[config.mk]
export PLATFORM = sky130hd
export DESIGN_NAME = cle_engine
export DESIGN_NICKNAME = d
export VERILOG_FILES = /design/src/rtl/cle_pkg.sv /design/src/rtl/cle_ram.sv /design/src/rtl/cle_engine.sv
export SDC_FILE = /design/constraint.sdc
export NUM_CORES = 2
export LEC_CHECK = 0
export CORE_UTILIZATION = 55
export DETAILED_ROUTE_END_ITERATION = 12
export DONT_BUFFER_PORTS = 1
export GPL_TIMING_DRIVEN = 1
export MAX_ROUTING_LAYER = met4
export PLACE_DENSITY = 0.7
export SYNTH_ARGS = -nofsm -noshare
export SYNTH_HDL_FRONTEND = slang
export SYNTH_SLANG_ARGS = --single-unit
[constraint.sdc]
create_clock -name clk_sys_i -period 7 [get_ports clk_sys_i]
set_clock_uncertainty 0.1 [all_clocks]
set_input_delay 1.4 -clock clk_sys_i [delete_from_list [all_inputs] [get_ports clk_sys_i]]
set_output_delay 1.4 -clock clk_sys_i [all_outputs]
set_load 0.05 [all_outputs]
[src/rtl/cle_pkg.sv]
`default_nettype none

package cle_pkg;

    // Execution times and their cycle counts at the system clock rate
    localparam int CLK_PERIOD_NS = 25;
    localparam int INSTR_TIME_NS = 39000;
    localparam int DATA_TIME_NS = 43000;
    localparam logic [10:0] INSTR_CYC =
        11'((INSTR_TIME_NS + CLK_PERIOD_NS - 1) / CLK_PERIOD_NS);
    localparam logic [10:0] DATA_CYC =
        11'((DATA_TIME_NS + CLK_PERIOD_NS - 1) / CLK_PERIOD_NS);

    // Memory sizes
    localparam int CHAR_AW = 7;
    localparam int GLYPH_AW = 6;

    // Character RAM address ranges
    localparam logic [6:0] LINE1_END = 7'h27;
    localparam logic [6:0] LINE2_START = 7'h40;
    localparam logic [6:0] LINE2_END = 7'h67;
    localparam logic [6:0] ONE_LINE_END = 7'h4F;
    localparam logic [6:0] LEN_TWO = 7'h28;
    localparam logic [6:0] LEN_ONE = 7'h50;

    // Instruction class bits, highest set bit wins
    localparam int OP_CHAR_ADDR = 7;
    localparam int OP_GLYPH_ADDR = 6;
    localparam int OP_FUNC = 5;
    localparam int OP_SHIFT = 4;
    localparam int OP_DISP = 3;

    // Field positions
    localparam int FUNC_WIDTH = 4;
    localparam int FUNC_LINES = 3;
    localparam int FUNC_FONT = 2;
    localparam int SHIFT_WHOLE = 3;
    localparam int SHIFT_RIGHT = 2;
    localparam int DISP_ON = 2;
    localparam int DISP_CURSOR = 1;
    localparam int DISP_BLINK = 0;
    localparam int BUSY_BIT = 7;

    // Reset values
    localparam logic RST_BUS8 = 1'b1;
    localparam logic RST_TWO_LINE = 1'b0;
    localparam logic RST_FONT = 1'b0;
    localparam logic RST_DISP = 1'b0;
    localparam logic RST_CURSOR = 1'b0;
    localparam logic RST_BLINK = 1'b0;
    localparam logic [6:0] RST_ADDR = 7'h00;
    localparam logic [7:0] RST_BYTE = 8'h00;

endpackage

`default_nettype wire

[src/rtl/cle_ram.sv]
`default_nettype none

module cle_ram #(
    parameter int AW = 7,
    parameter int DW = 8
) (
    // Clock
    input wire logic clk_sys_i,
    // Write port
    input wire logic we_i,
    input wire logic [AW-1:0] waddr_i,
    input wire logic [DW-1:0] wdata_i,
    // Registered read port
    input wire logic [AW-1:0] raddr_i,
    output logic [DW-1:0] rdata_o
);

    // No reset on the array: contents are undefined until written
    logic [DW-1:0] mem [2**AW];

    always_ff @(posedge clk_sys_i)
    begin
        if (we_i)
        begin
            mem[waddr_i] <= wdata_i;
        end
        rdata_o <= mem[raddr_i];
    end

endmodule // cle_ram

`default_nettype wire

[src/rtl/cle_engine.sv]
// Summary of operation
// - Display-on bit lights or blanks, RAM kept
// - Cursor-on bit shows cursor, direction kept
// - Blink alternates full block and character
// - Cursor shift steps pointer by one
// - Whole shift moves display, data untouched
// - Display shift leaves pointer unchanged
// - Two-line cursor wraps into second line
// - One shift offset serves all lines
// - Width bit selects 8-bit or two nibbles
// - Line bit selects one or two lines
// - Font bit selects 5x8 or 5x11
// - Glyph address set loads six bits
// - Character address set loads seven bits
// - Character addresses wrap within line ranges
// - Status read returns busy and pointer
// - Data write stores byte in selected RAM
// - Pointer steps after each write
// - First read without address set or character cursor shift invalid
// - Cursor shift refetches character RAM byte
// - Pointer steps after each read
// - Read after write returns stale latch
// - Display shift after glyph read unreliable
// - Display control decoded, three low bits
// - Direction high increments pointer
`default_nettype none

module cle_engine #(
    parameter int BLINK_CYCLES = 16000000
) (
    // Clock and reset
    input wire logic clk_sys_i,
    input wire logic reset_n_i,
    // Host bus
    input wire logic target_select_line_i,
    input wire logic read_write_i,
    input wire logic enable_i,
    input wire logic [7:0] bus_line_i,
    output logic [7:0] bus_line_o,
    output logic [7:0] bus_line_oe_o,
    // Entry direction, held outside this block
    input wire logic entry_inc_i,
    // Display state
    output logic display_on_o,
    output logic cursor_on_o,
    output logic blink_on_o,
    output logic cursor_fill_o,
    output logic bus_width_sel_o,
    output logic two_line_o,
    output logic font_tall_o,
    output logic [6:0] display_shift_o,
    output logic [6:0] ram_pointer_o,
    output logic glyph_sel_o,
    output logic internal_op_flag_o
);

    logic en_d_ff, nxt_en_d;
    logic nib_ff, nxt_nib;
    logic [3:0] hi_ff, nxt_hi;
    logic [10:0] busy_ff, nxt_busy;
    logic [6:0] ptr_ff, nxt_ptr;
    logic op_flag_ff, nxt_op_flag;
    logic glyph_ff, nxt_glyph;
    logic disp_ff, nxt_disp;
    logic cur_ff, nxt_cur;
    logic blink_ff, nxt_blink;
    logic bus8_ff, nxt_bus8;
    logic two_ff, nxt_two;
    logic font_ff, nxt_font;
    logic [6:0] shift_ff, nxt_shift;
    logic [7:0] dout_ff, nxt_dout;
    logic fetch_ff, nxt_fetch;
    logic [7:0] db_o_ff, nxt_db_o;
    logic [7:0] db_oe_ff, nxt_db_oe;
    logic [23:0] bcnt_ff, nxt_bcnt;
    logic bphase_ff, nxt_bphase;
    logic fill_ff, nxt_fill;

    logic strobe, busy, op_done;
    logic [7:0] op_byte, rd_byte, char_rd, glyph_rd;
    logic char_we, glyph_we;
    logic [6:0] line_len;

    // Steps the pointer, keeping it inside the valid address ranges
    function automatic logic [6:0] step_addr(input logic [6:0] a, input logic inc,
                                             input logic two, input logic glyph);
        if (glyph)
            return {1'b0, inc ? a[5:0] + 6'h01 : a[5:0] - 6'h01};
        if (two && inc)
            return (a == cle_pkg::LINE1_END) ? cle_pkg::LINE2_START :
                   (a == cle_pkg::LINE2_END) ? 7'h00 : a + 7'h01;
        if (two)
            return (a == cle_pkg::LINE2_START) ? cle_pkg::LINE1_END :
                   (a == 7'h00) ? cle_pkg::LINE2_END : a - 7'h01;
        if (inc)
            return (a >= cle_pkg::ONE_LINE_END) ? 7'h00 : a + 7'h01;
        return (a == 7'h00) ? cle_pkg::ONE_LINE_END : a - 7'h01;
    endfunction

    cle_ram #(.AW(cle_pkg::CHAR_AW), .DW(8)) u_char_code_ram (
        .clk_sys_i(clk_sys_i),
        .we_i(char_we),
        .waddr_i(ptr_ff),
        .wdata_i(op_byte),
        .raddr_i(nxt_ptr),
        .rdata_o(char_rd)
    );

    cle_ram #(.AW(cle_pkg::GLYPH_AW), .DW(8)) u_glyph_ram (
        .clk_sys_i(clk_sys_i),
        .we_i(glyph_we),
        .waddr_i(ptr_ff[5:0]),
        .wdata_i(op_byte),
        .raddr_i(nxt_ptr[5:0]),
        .rdata_o(glyph_rd)
    );

    always_comb
    begin
        nxt_en_d = enable_i;
        nxt_nib = nib_ff;
        nxt_hi = hi_ff;
        nxt_ptr = ptr_ff;
        nxt_glyph = glyph_ff;
        nxt_disp = disp_ff;
        nxt_cur = cur_ff;
        nxt_blink = blink_ff;
        nxt_bus8 = bus8_ff;
        nxt_two = two_ff;
        nxt_font = font_ff;
        nxt_shift = shift_ff;
        nxt_dout = dout_ff;
        nxt_fetch = 1'b0;
        char_we = 1'b0;
        glyph_we = 1'b0;
        op_done = 1'b0;
        op_byte = bus_line_i;
        busy = (busy_ff != 11'h000);
        nxt_busy = busy ? busy_ff - 11'h001 : 11'h000;
        line_len = two_ff ? cle_pkg::LEN_TWO : cle_pkg::LEN_ONE;
        strobe = en_d_ff & ~enable_i;
        // Latch refills one cycle after the pointer moves
        if (fetch_ff)
        begin
            nxt_dout = glyph_ff ? glyph_rd : char_rd;
        end
        // While busy only status reads are honoured
        if (strobe && (!busy || (!target_select_line_i && read_write_i)))
        begin
            if (bus8_ff)
            begin
                op_done = 1'b1;
            end
            else if (!nib_ff)
            begin
                nxt_nib = 1'b1;
                nxt_hi = bus_line_i[7:4];
            end
            else
            begin
                nxt_nib = 1'b0;
                op_done = 1'b1;
                op_byte = {hi_ff, bus_line_i[7:4]};
            end
        end
        if (op_done)
        begin
            case ({target_select_line_i, read_write_i})
                2'b00:
                begin
                    nxt_busy = cle_pkg::INSTR_CYC;
                    if (op_byte[cle_pkg::OP_CHAR_ADDR])
                    begin
                        nxt_ptr = op_byte[6:0];
                        nxt_glyph = 1'b0;
                        nxt_fetch = 1'b1;
                    end
                    else if (op_byte[cle_pkg::OP_GLYPH_ADDR])
                    begin
                        nxt_ptr = {1'b0, op_byte[5:0]};
                        nxt_glyph = 1'b1;
                        nxt_fetch = 1'b1;
                    end
                    else if (op_byte[cle_pkg::OP_FUNC])
                    begin
                        nxt_bus8 = op_byte[cle_pkg::FUNC_WIDTH];
                        nxt_two = op_byte[cle_pkg::FUNC_LINES];
                        nxt_font = op_byte[cle_pkg::FUNC_FONT];
                    end
                    else if (op_byte[cle_pkg::OP_SHIFT])
                    begin
                        // Follows a glyph read with no guarantee of correctness
                        if (op_byte[cle_pkg::SHIFT_WHOLE])
                        begin
                            // One offset for every line; pointer untouched
                            if (op_byte[cle_pkg::SHIFT_RIGHT])
                                nxt_shift = (shift_ff == 7'h00) ? line_len - 7'h01
                                                                : shift_ff - 7'h01;
                            else
                                nxt_shift = (shift_ff >= line_len - 7'h01) ? 7'h00
                                                                          : shift_ff + 7'h01;
                        end
                        else
                        begin
                            nxt_ptr = step_addr(ptr_ff, op_byte[cle_pkg::SHIFT_RIGHT],
                                               two_ff, glyph_ff);
                            nxt_fetch = ~glyph_ff;
                        end
                    end
                    else if (op_byte[cle_pkg::OP_DISP])
                    begin
                        nxt_disp = op_byte[cle_pkg::DISP_ON];
                        nxt_cur = op_byte[cle_pkg::DISP_CURSOR];
                        nxt_blink = op_byte[cle_pkg::DISP_BLINK];
                    end
                end
                2'b10:
                begin
                    nxt_busy = cle_pkg::DATA_CYC;
                    char_we = ~glyph_ff;
                    glyph_we = glyph_ff;
                    // Latch is not refilled, so the next read sees old data
                    nxt_ptr = step_addr(ptr_ff, entry_inc_i, two_ff, glyph_ff);
                end
                2'b11:
                begin
                    nxt_busy = cle_pkg::DATA_CYC;
                    // Latch holds whatever the last fetch left; may be stale
                    nxt_ptr = step_addr(ptr_ff, entry_inc_i, two_ff, glyph_ff);
                    nxt_fetch = 1'b1;
                end
                default:
                begin
                    nxt_busy = nxt_busy;
                end
            endcase
        end
        // Flag kept in its own flop so the output is registered
        nxt_op_flag = (nxt_busy != 11'h000);
        rd_byte = target_select_line_i ? dout_ff : {busy, ptr_ff};
        nxt_db_o = bus8_ff ? rd_byte : (nib_ff ? {rd_byte[3:0], 4'h0}
                                               : {rd_byte[7:4], 4'h0});
        nxt_db_oe = (enable_i && read_write_i) ? (bus8_ff ? 8'hFF : 8'hF0) : 8'h00;
    end

    always_ff @(posedge clk_sys_i)
    begin
        if (!reset_n_i)
        begin
            en_d_ff <= 1'b0;
            nib_ff <= 1'b0;
            hi_ff <= 4'h0;
            busy_ff <= 11'h000;
            ptr_ff <= cle_pkg::RST_ADDR;
            op_flag_ff <= 1'b0;
            glyph_ff <= 1'b0;
            disp_ff <= cle_pkg::RST_DISP;
            cur_ff <= cle_pkg::RST_CURSOR;
            blink_ff <= cle_pkg::RST_BLINK;
            bus8_ff <= cle_pkg::RST_BUS8;
            two_ff <= cle_pkg::RST_TWO_LINE;
            font_ff <= cle_pkg::RST_FONT;
            shift_ff <= cle_pkg::RST_ADDR;
            dout_ff <= cle_pkg::RST_BYTE;
            fetch_ff <= 1'b0;
            db_o_ff <= cle_pkg::RST_BYTE;
            db_oe_ff <= 8'h00;
        end
        else
        begin
            en_d_ff <= nxt_en_d;
            nib_ff <= nxt_nib;
            hi_ff <= nxt_hi;
            busy_ff <= nxt_busy;
            ptr_ff <= nxt_ptr;
            op_flag_ff <= nxt_op_flag;
            glyph_ff <= nxt_glyph;
            disp_ff <= nxt_disp;
            cur_ff <= nxt_cur;
            blink_ff <= nxt_blink;
            bus8_ff <= nxt_bus8;
            two_ff <= nxt_two;
            font_ff <= nxt_font;
            shift_ff <= nxt_shift;
            dout_ff <= nxt_dout;
            fetch_ff <= nxt_fetch;
            db_o_ff <= nxt_db_o;
            db_oe_ff <= nxt_db_oe;
        end
    end

    // Blink divider: the phase only matters while blink is on
    always_comb
    begin
        nxt_bcnt = bcnt_ff + 24'h000001;
        nxt_bphase = bphase_ff;
        if (bcnt_ff >= 24'(BLINK_CYCLES - 1))
        begin
            nxt_bcnt = 24'h000000;
            nxt_bphase = ~bphase_ff;
        end
        nxt_fill = blink_ff & bphase_ff;
    end

    always_ff @(posedge clk_sys_i)
    begin
        if (!reset_n_i)
        begin
            bcnt_ff <= 24'h000000;
            bphase_ff <= 1'b0;
            fill_ff <= 1'b0;
        end
        else
        begin
            bcnt_ff <= nxt_bcnt;
            bphase_ff <= nxt_bphase;
            fill_ff <= nxt_fill;
        end
    end

    assign bus_line_o = db_o_ff;
    assign bus_line_oe_o = db_oe_ff;
    assign display_on_o = disp_ff;
    assign cursor_on_o = cur_ff;
    assign blink_on_o = blink_ff;
    assign cursor_fill_o = fill_ff;
    assign bus_width_sel_o = bus8_ff;
    assign two_line_o = two_ff;
    assign font_tall_o = font_ff;
    assign display_shift_o = shift_ff;
    assign ram_pointer_o = ptr_ff;
    assign glyph_sel_o = glyph_ff;
    assign internal_op_flag_o = op_flag_ff;
endmodule // cle_engine

`default_nettype wire

==> flow_summary_export.csv <==
group,metric,value,unit
synthesis,ys.flop_type,"edfxtp_1",
worst_setup_path,worst_ep_required_time,7.53,ns
global_routing,grt.overflow.total,0,
cts,cts_max_path_buffers,3,
global_routing,grt_pass1_wl,265000,µm
route,dr.pass1.iters,6,
synthesis,synth_top_family_by_area,"simple AND/OR/NAND/NOR gates",
worst_setup_path,slowest_delay,0.90,ns
min_path,hold-path-cell-count,1,
synthesis,synth_area_per_cell,13.0,µm²
timing,hold_ws,0.364,ns
synthesis,muxShareOfSynthArea,3.25,%
pwr,power_frac_comb,7.9,%
route,vias,43693,
synthesis,synth_compound_area_share,6.69,%
cells_and_area,final_core_utilization,61.4,%
worst_setup_path,path_class,"reg -> reg",
worst_setup_path,r2r-start,"ram_pointer_o[0]$_SDFF_PN0_",
synthesis,ys_ff_latch,1636,
place,dp_slack,0.406,ns
timing,tightest_slew,1.24,ns
synthesis,yosys.area_share.adder,0.262,%
worst_setup_path,startpoint_type,"flop",
flow_run,maxCapViolCount,0,
worst_setup_path,r2r_cells,15,
route,drt_iter0_drc,6119,
worst_setup_path,path_max_fanout,38,
global_routing,grtUsageTotal,30.1,%
cells_and_area,final_cell_area,0.0739,mm²
cells_and_area,num-nets-final,5100,
place,dp_hpwl,107000,µm
synthesis,yosysTopAreaCellShare,69.0,%
timing,slew_violations,0,
timing,fmax,159,MHz
worst_setup_path,critPathCaptureType,"flop",
route,wl_per_cell,26.4,µm
synthesis,syn-num-nets,5155,
cells_and_area,multi_input_area,0.0172,mm²
synthesis,yosysUniqueCellTypes,78,
route,routed_wl,180000,µm
synthesis,ys_warn_count,0,
min_path,hold_class,"reg -> reg",
cts,cts_tree,"done",
outcome,status,"completed",
cells_and_area,regArea,0.0481,mm²
cts,clk_pin_slew,0.06,ns
min_path,min-delay-start,"busy_ff[0]$_SDFF_PN0_",
place,routabilityCongestion,0.947,
timing,setup_tns,0,ns
die,ios,53,
place,postPlaceCellArea,0.0687,mm²
synthesis,netlist_instances,5127,
pwr,p_total,21.0,mW
cts,cts_max_level,4,
synthesis,synth-xor-area-share,0.550,%
synthesis,yosys.area_share.simple,14.8,%
timing,finalCritPeriodShare,90.0,%
pwr,p_per_area,284,mW/mm²
min_path,hold_end,"busy_ff[0]$_SDFF_PN0_",
route,via_per_inst,6.41,
cts,cts_sinks,1636,
pwr,p_leak,24.2,nW
die,core,0.120,mm²
synthesis,synth_edf_count,1536,
cts,cts_resized,0,
cells_and_area,nFillCells,8967,
place,post-place-cells,6518,
route,drc,0,
cells_and_area,drive_gt1_share,8.40,%
place,port_buffers,0,
cells_and_area,final_common_cell,"edfxtp_1",
timing,min_period,6.30,ns
die,die_w,351,µm
pwr,pwr-share-clk,40.3,%
global_routing,grt_pass1_vias,41104,
cells_and_area,final_cell_mix,"1536 x edfxtp_1, 1147 x nand2_1, 435 x nand3_1",
cts,cts_made_buffers,164,
pwr,seq_power_share,51.8,%
synthesis,yosysTopAreaCell,"edfxtp_1",
global_routing,antenna_found_initial,3,
pwr,irDropWorstVdd,287,µV
synthesis,async_reset_ff_share,0,%
pwr,p_int,16.0,mW
timing,layout_setup_ws,0.697,ns
worst_setup_path,cp_cell_sequence,"ha_1 > nand4b_1 > nor2_1 > a21oi_1 > o311ai_1 > o221a_2 > and2_4 > buf_12 > buf_4 > mux4_2 > nor3_1 > a2111oi_0 > o2111ai_1 > a2bb2oi_1 > nand3_1",
worst_setup_path,crit_slowest_cell,"dfxtp_1",
cells_and_area,fin_cells,6818,
die,row_count,127,
cts,clk-insertion-delay-late,0.79,ns
timing,setup_violations,0,
worst_setup_path,r2r_slack,0.70,ns
die,die_h,351,µm
cts,hold_buffers,0,
die,die_area,0.123,mm²
cts,post-cts-setup-buffer-count,0,
cts,clockRootBuffer,"clkbuf_16",
synthesis,synth.area.top_cells,"edfxtp_1 69%, nand2_1 6.5%, nand3_1 3.3%",
cells_and_area,area_growth,10.5,%
timing,finalHoldViolCount,0,
pwr,switching_share,23.6,%
die,start_util,55.6,%
synthesis,synth_area,0.0669,mm²
pwr,p_sw,4.94,mW
synthesis,synth_seq_area_share,72.0,%
worst_setup_path,critical_path_arrival,6.83,ns
timing,relSlewSlack,17.0,%
global_routing,grt_start_max_net_pins,160,
route,antenna_left,0,
timing,rsz0062_at_grt,"no",
worst_setup_path,r2r-end,"u_char_code_ram.rdata_o[5]$_DFF_P_",
[synth_stat cells (13+ instances only)]
library cell / n
and2_1: 13
o21ai_0: 36
dfxtp_1: 100
a32oi_1: 18
a311oi_1: 58
a31oi_1: 109
mux4_2: 35
buf_2: 164
a32o_1: 25
a21oi_1: 147
o22ai_1: 30
ha_1: 14
nor4_1: 21
inv_1: 24
xnor2_1: 24
clkbuf_1: 129
nor2_1: 332
nand3_1: 441
nand4_1: 40
buf_1: 30
xor2_1: 18
or4_1: 16
nand2_1: 1153
and3_1: 106
or3_1: 26
mux2i_1: 138
buf_4: 19
a221oi_1: 37
a211oi_1: 55
edfxtp_1: 1536
nor3_1: 63
[critical path: cells and delay by family (launching register included)]
family / cells / cell delay, ns
fa+ha+maj: 1 / 0.48
flops: 1 / 0.90
simple gates: 5 / 1.63
buf+inv: 2 / 0.60
compound gates: 6 / 1.86
mux: 1 / 0.51
[worst max path at each step]
stage,start,endpoint,slack (ns),cells after the start
2_1_floorplan,target_select_line_i,u_char_code_ram.rdata_o[3]$_DFF_P_,0.46,18
3_3_place_gp,target_select_line_i,u_char_code_ram.rdata_o[2]$_DFF_P_,0.54,18
3_5_place_dp,target_select_line_i,u_char_code_ram.rdata_o[5]$_DFF_P_,0.41,18
4_1_cts,ram_pointer_o[0]$_SDFF_PN0_,u_char_code_ram.rdata_o[5]$_DFF_P_,0.81,15
5_1_grt,busy_ff[6]$_SDFF_PN0_,u_char_code_ram.rdata_o[5]$_DFF_P_,0.56,14
6_report,ram_pointer_o[0]$_SDFF_PN0_,u_char_code_ram.rdata_o[5]$_DFF_P_,0.70,15
[metal layers]
metal	wire length [µm]	vias up	track usage, %
met1	71600	21677	41.7
met3	19400	405	6.17
met5	0	-	-
met2	82400	2529	43.9
met4	6690	0	11.5
li1	-	19082	-
[registers in the layout (all words and copies together) (netlist names), 2 cells and up]
| signal | flops |
|---|---|
| u_char_code_ram.mem | 1024 |
| u_glyph_ram.mem | 512 |
| bcnt_ff | 24 |
| busy_ff | 11 |
| bus_line_o | 8 |
| dout_ff | 8 |
| u_char_code_ram.rdata_o | 8 |
| u_glyph_ram.rdata_o | 8 |
| display_shift_o | 7 |
| ram_pointer_o | 7 |
| hi_ff | 4 |
| bus_line_oe_o | 2 |
[power groups by stage]
stage | registers (mW) | logic (mW) | clock network (mW)
final | 10.9 | 1.66 | 8.45
after global placement | 11.1 | 1.61 | 0
after CTS | 10.9 | 1.64 | 8.50
after detailed placement | 11.1 | 1.63 | 0
after global routing | 10.9 | 1.77 | 8.89
after floorplan | 11.0 | 1.08 | 0
[cell type report]
class	count	share of cell area, %
antenna	2	0.00677
clock buffer	213	6.05
clock inverter	85	0.916
inverter	26	0.156
multi-input combinational	3122	23.3
sequential	1636	65.1
tap	1612	2.73
timing repair buffer	122	1.70
[kinds of logic after synthesis]
family	after synthesis
buffers and inverters	369
multiplexers	173
XOR/XNOR	42
AO/OA/AOI/OAI	632
flip-flops	1636
adder cells (fa/ha/maj)	14
AND/OR/NAND/NOR	2261
(Power assumes the default switching activity.)
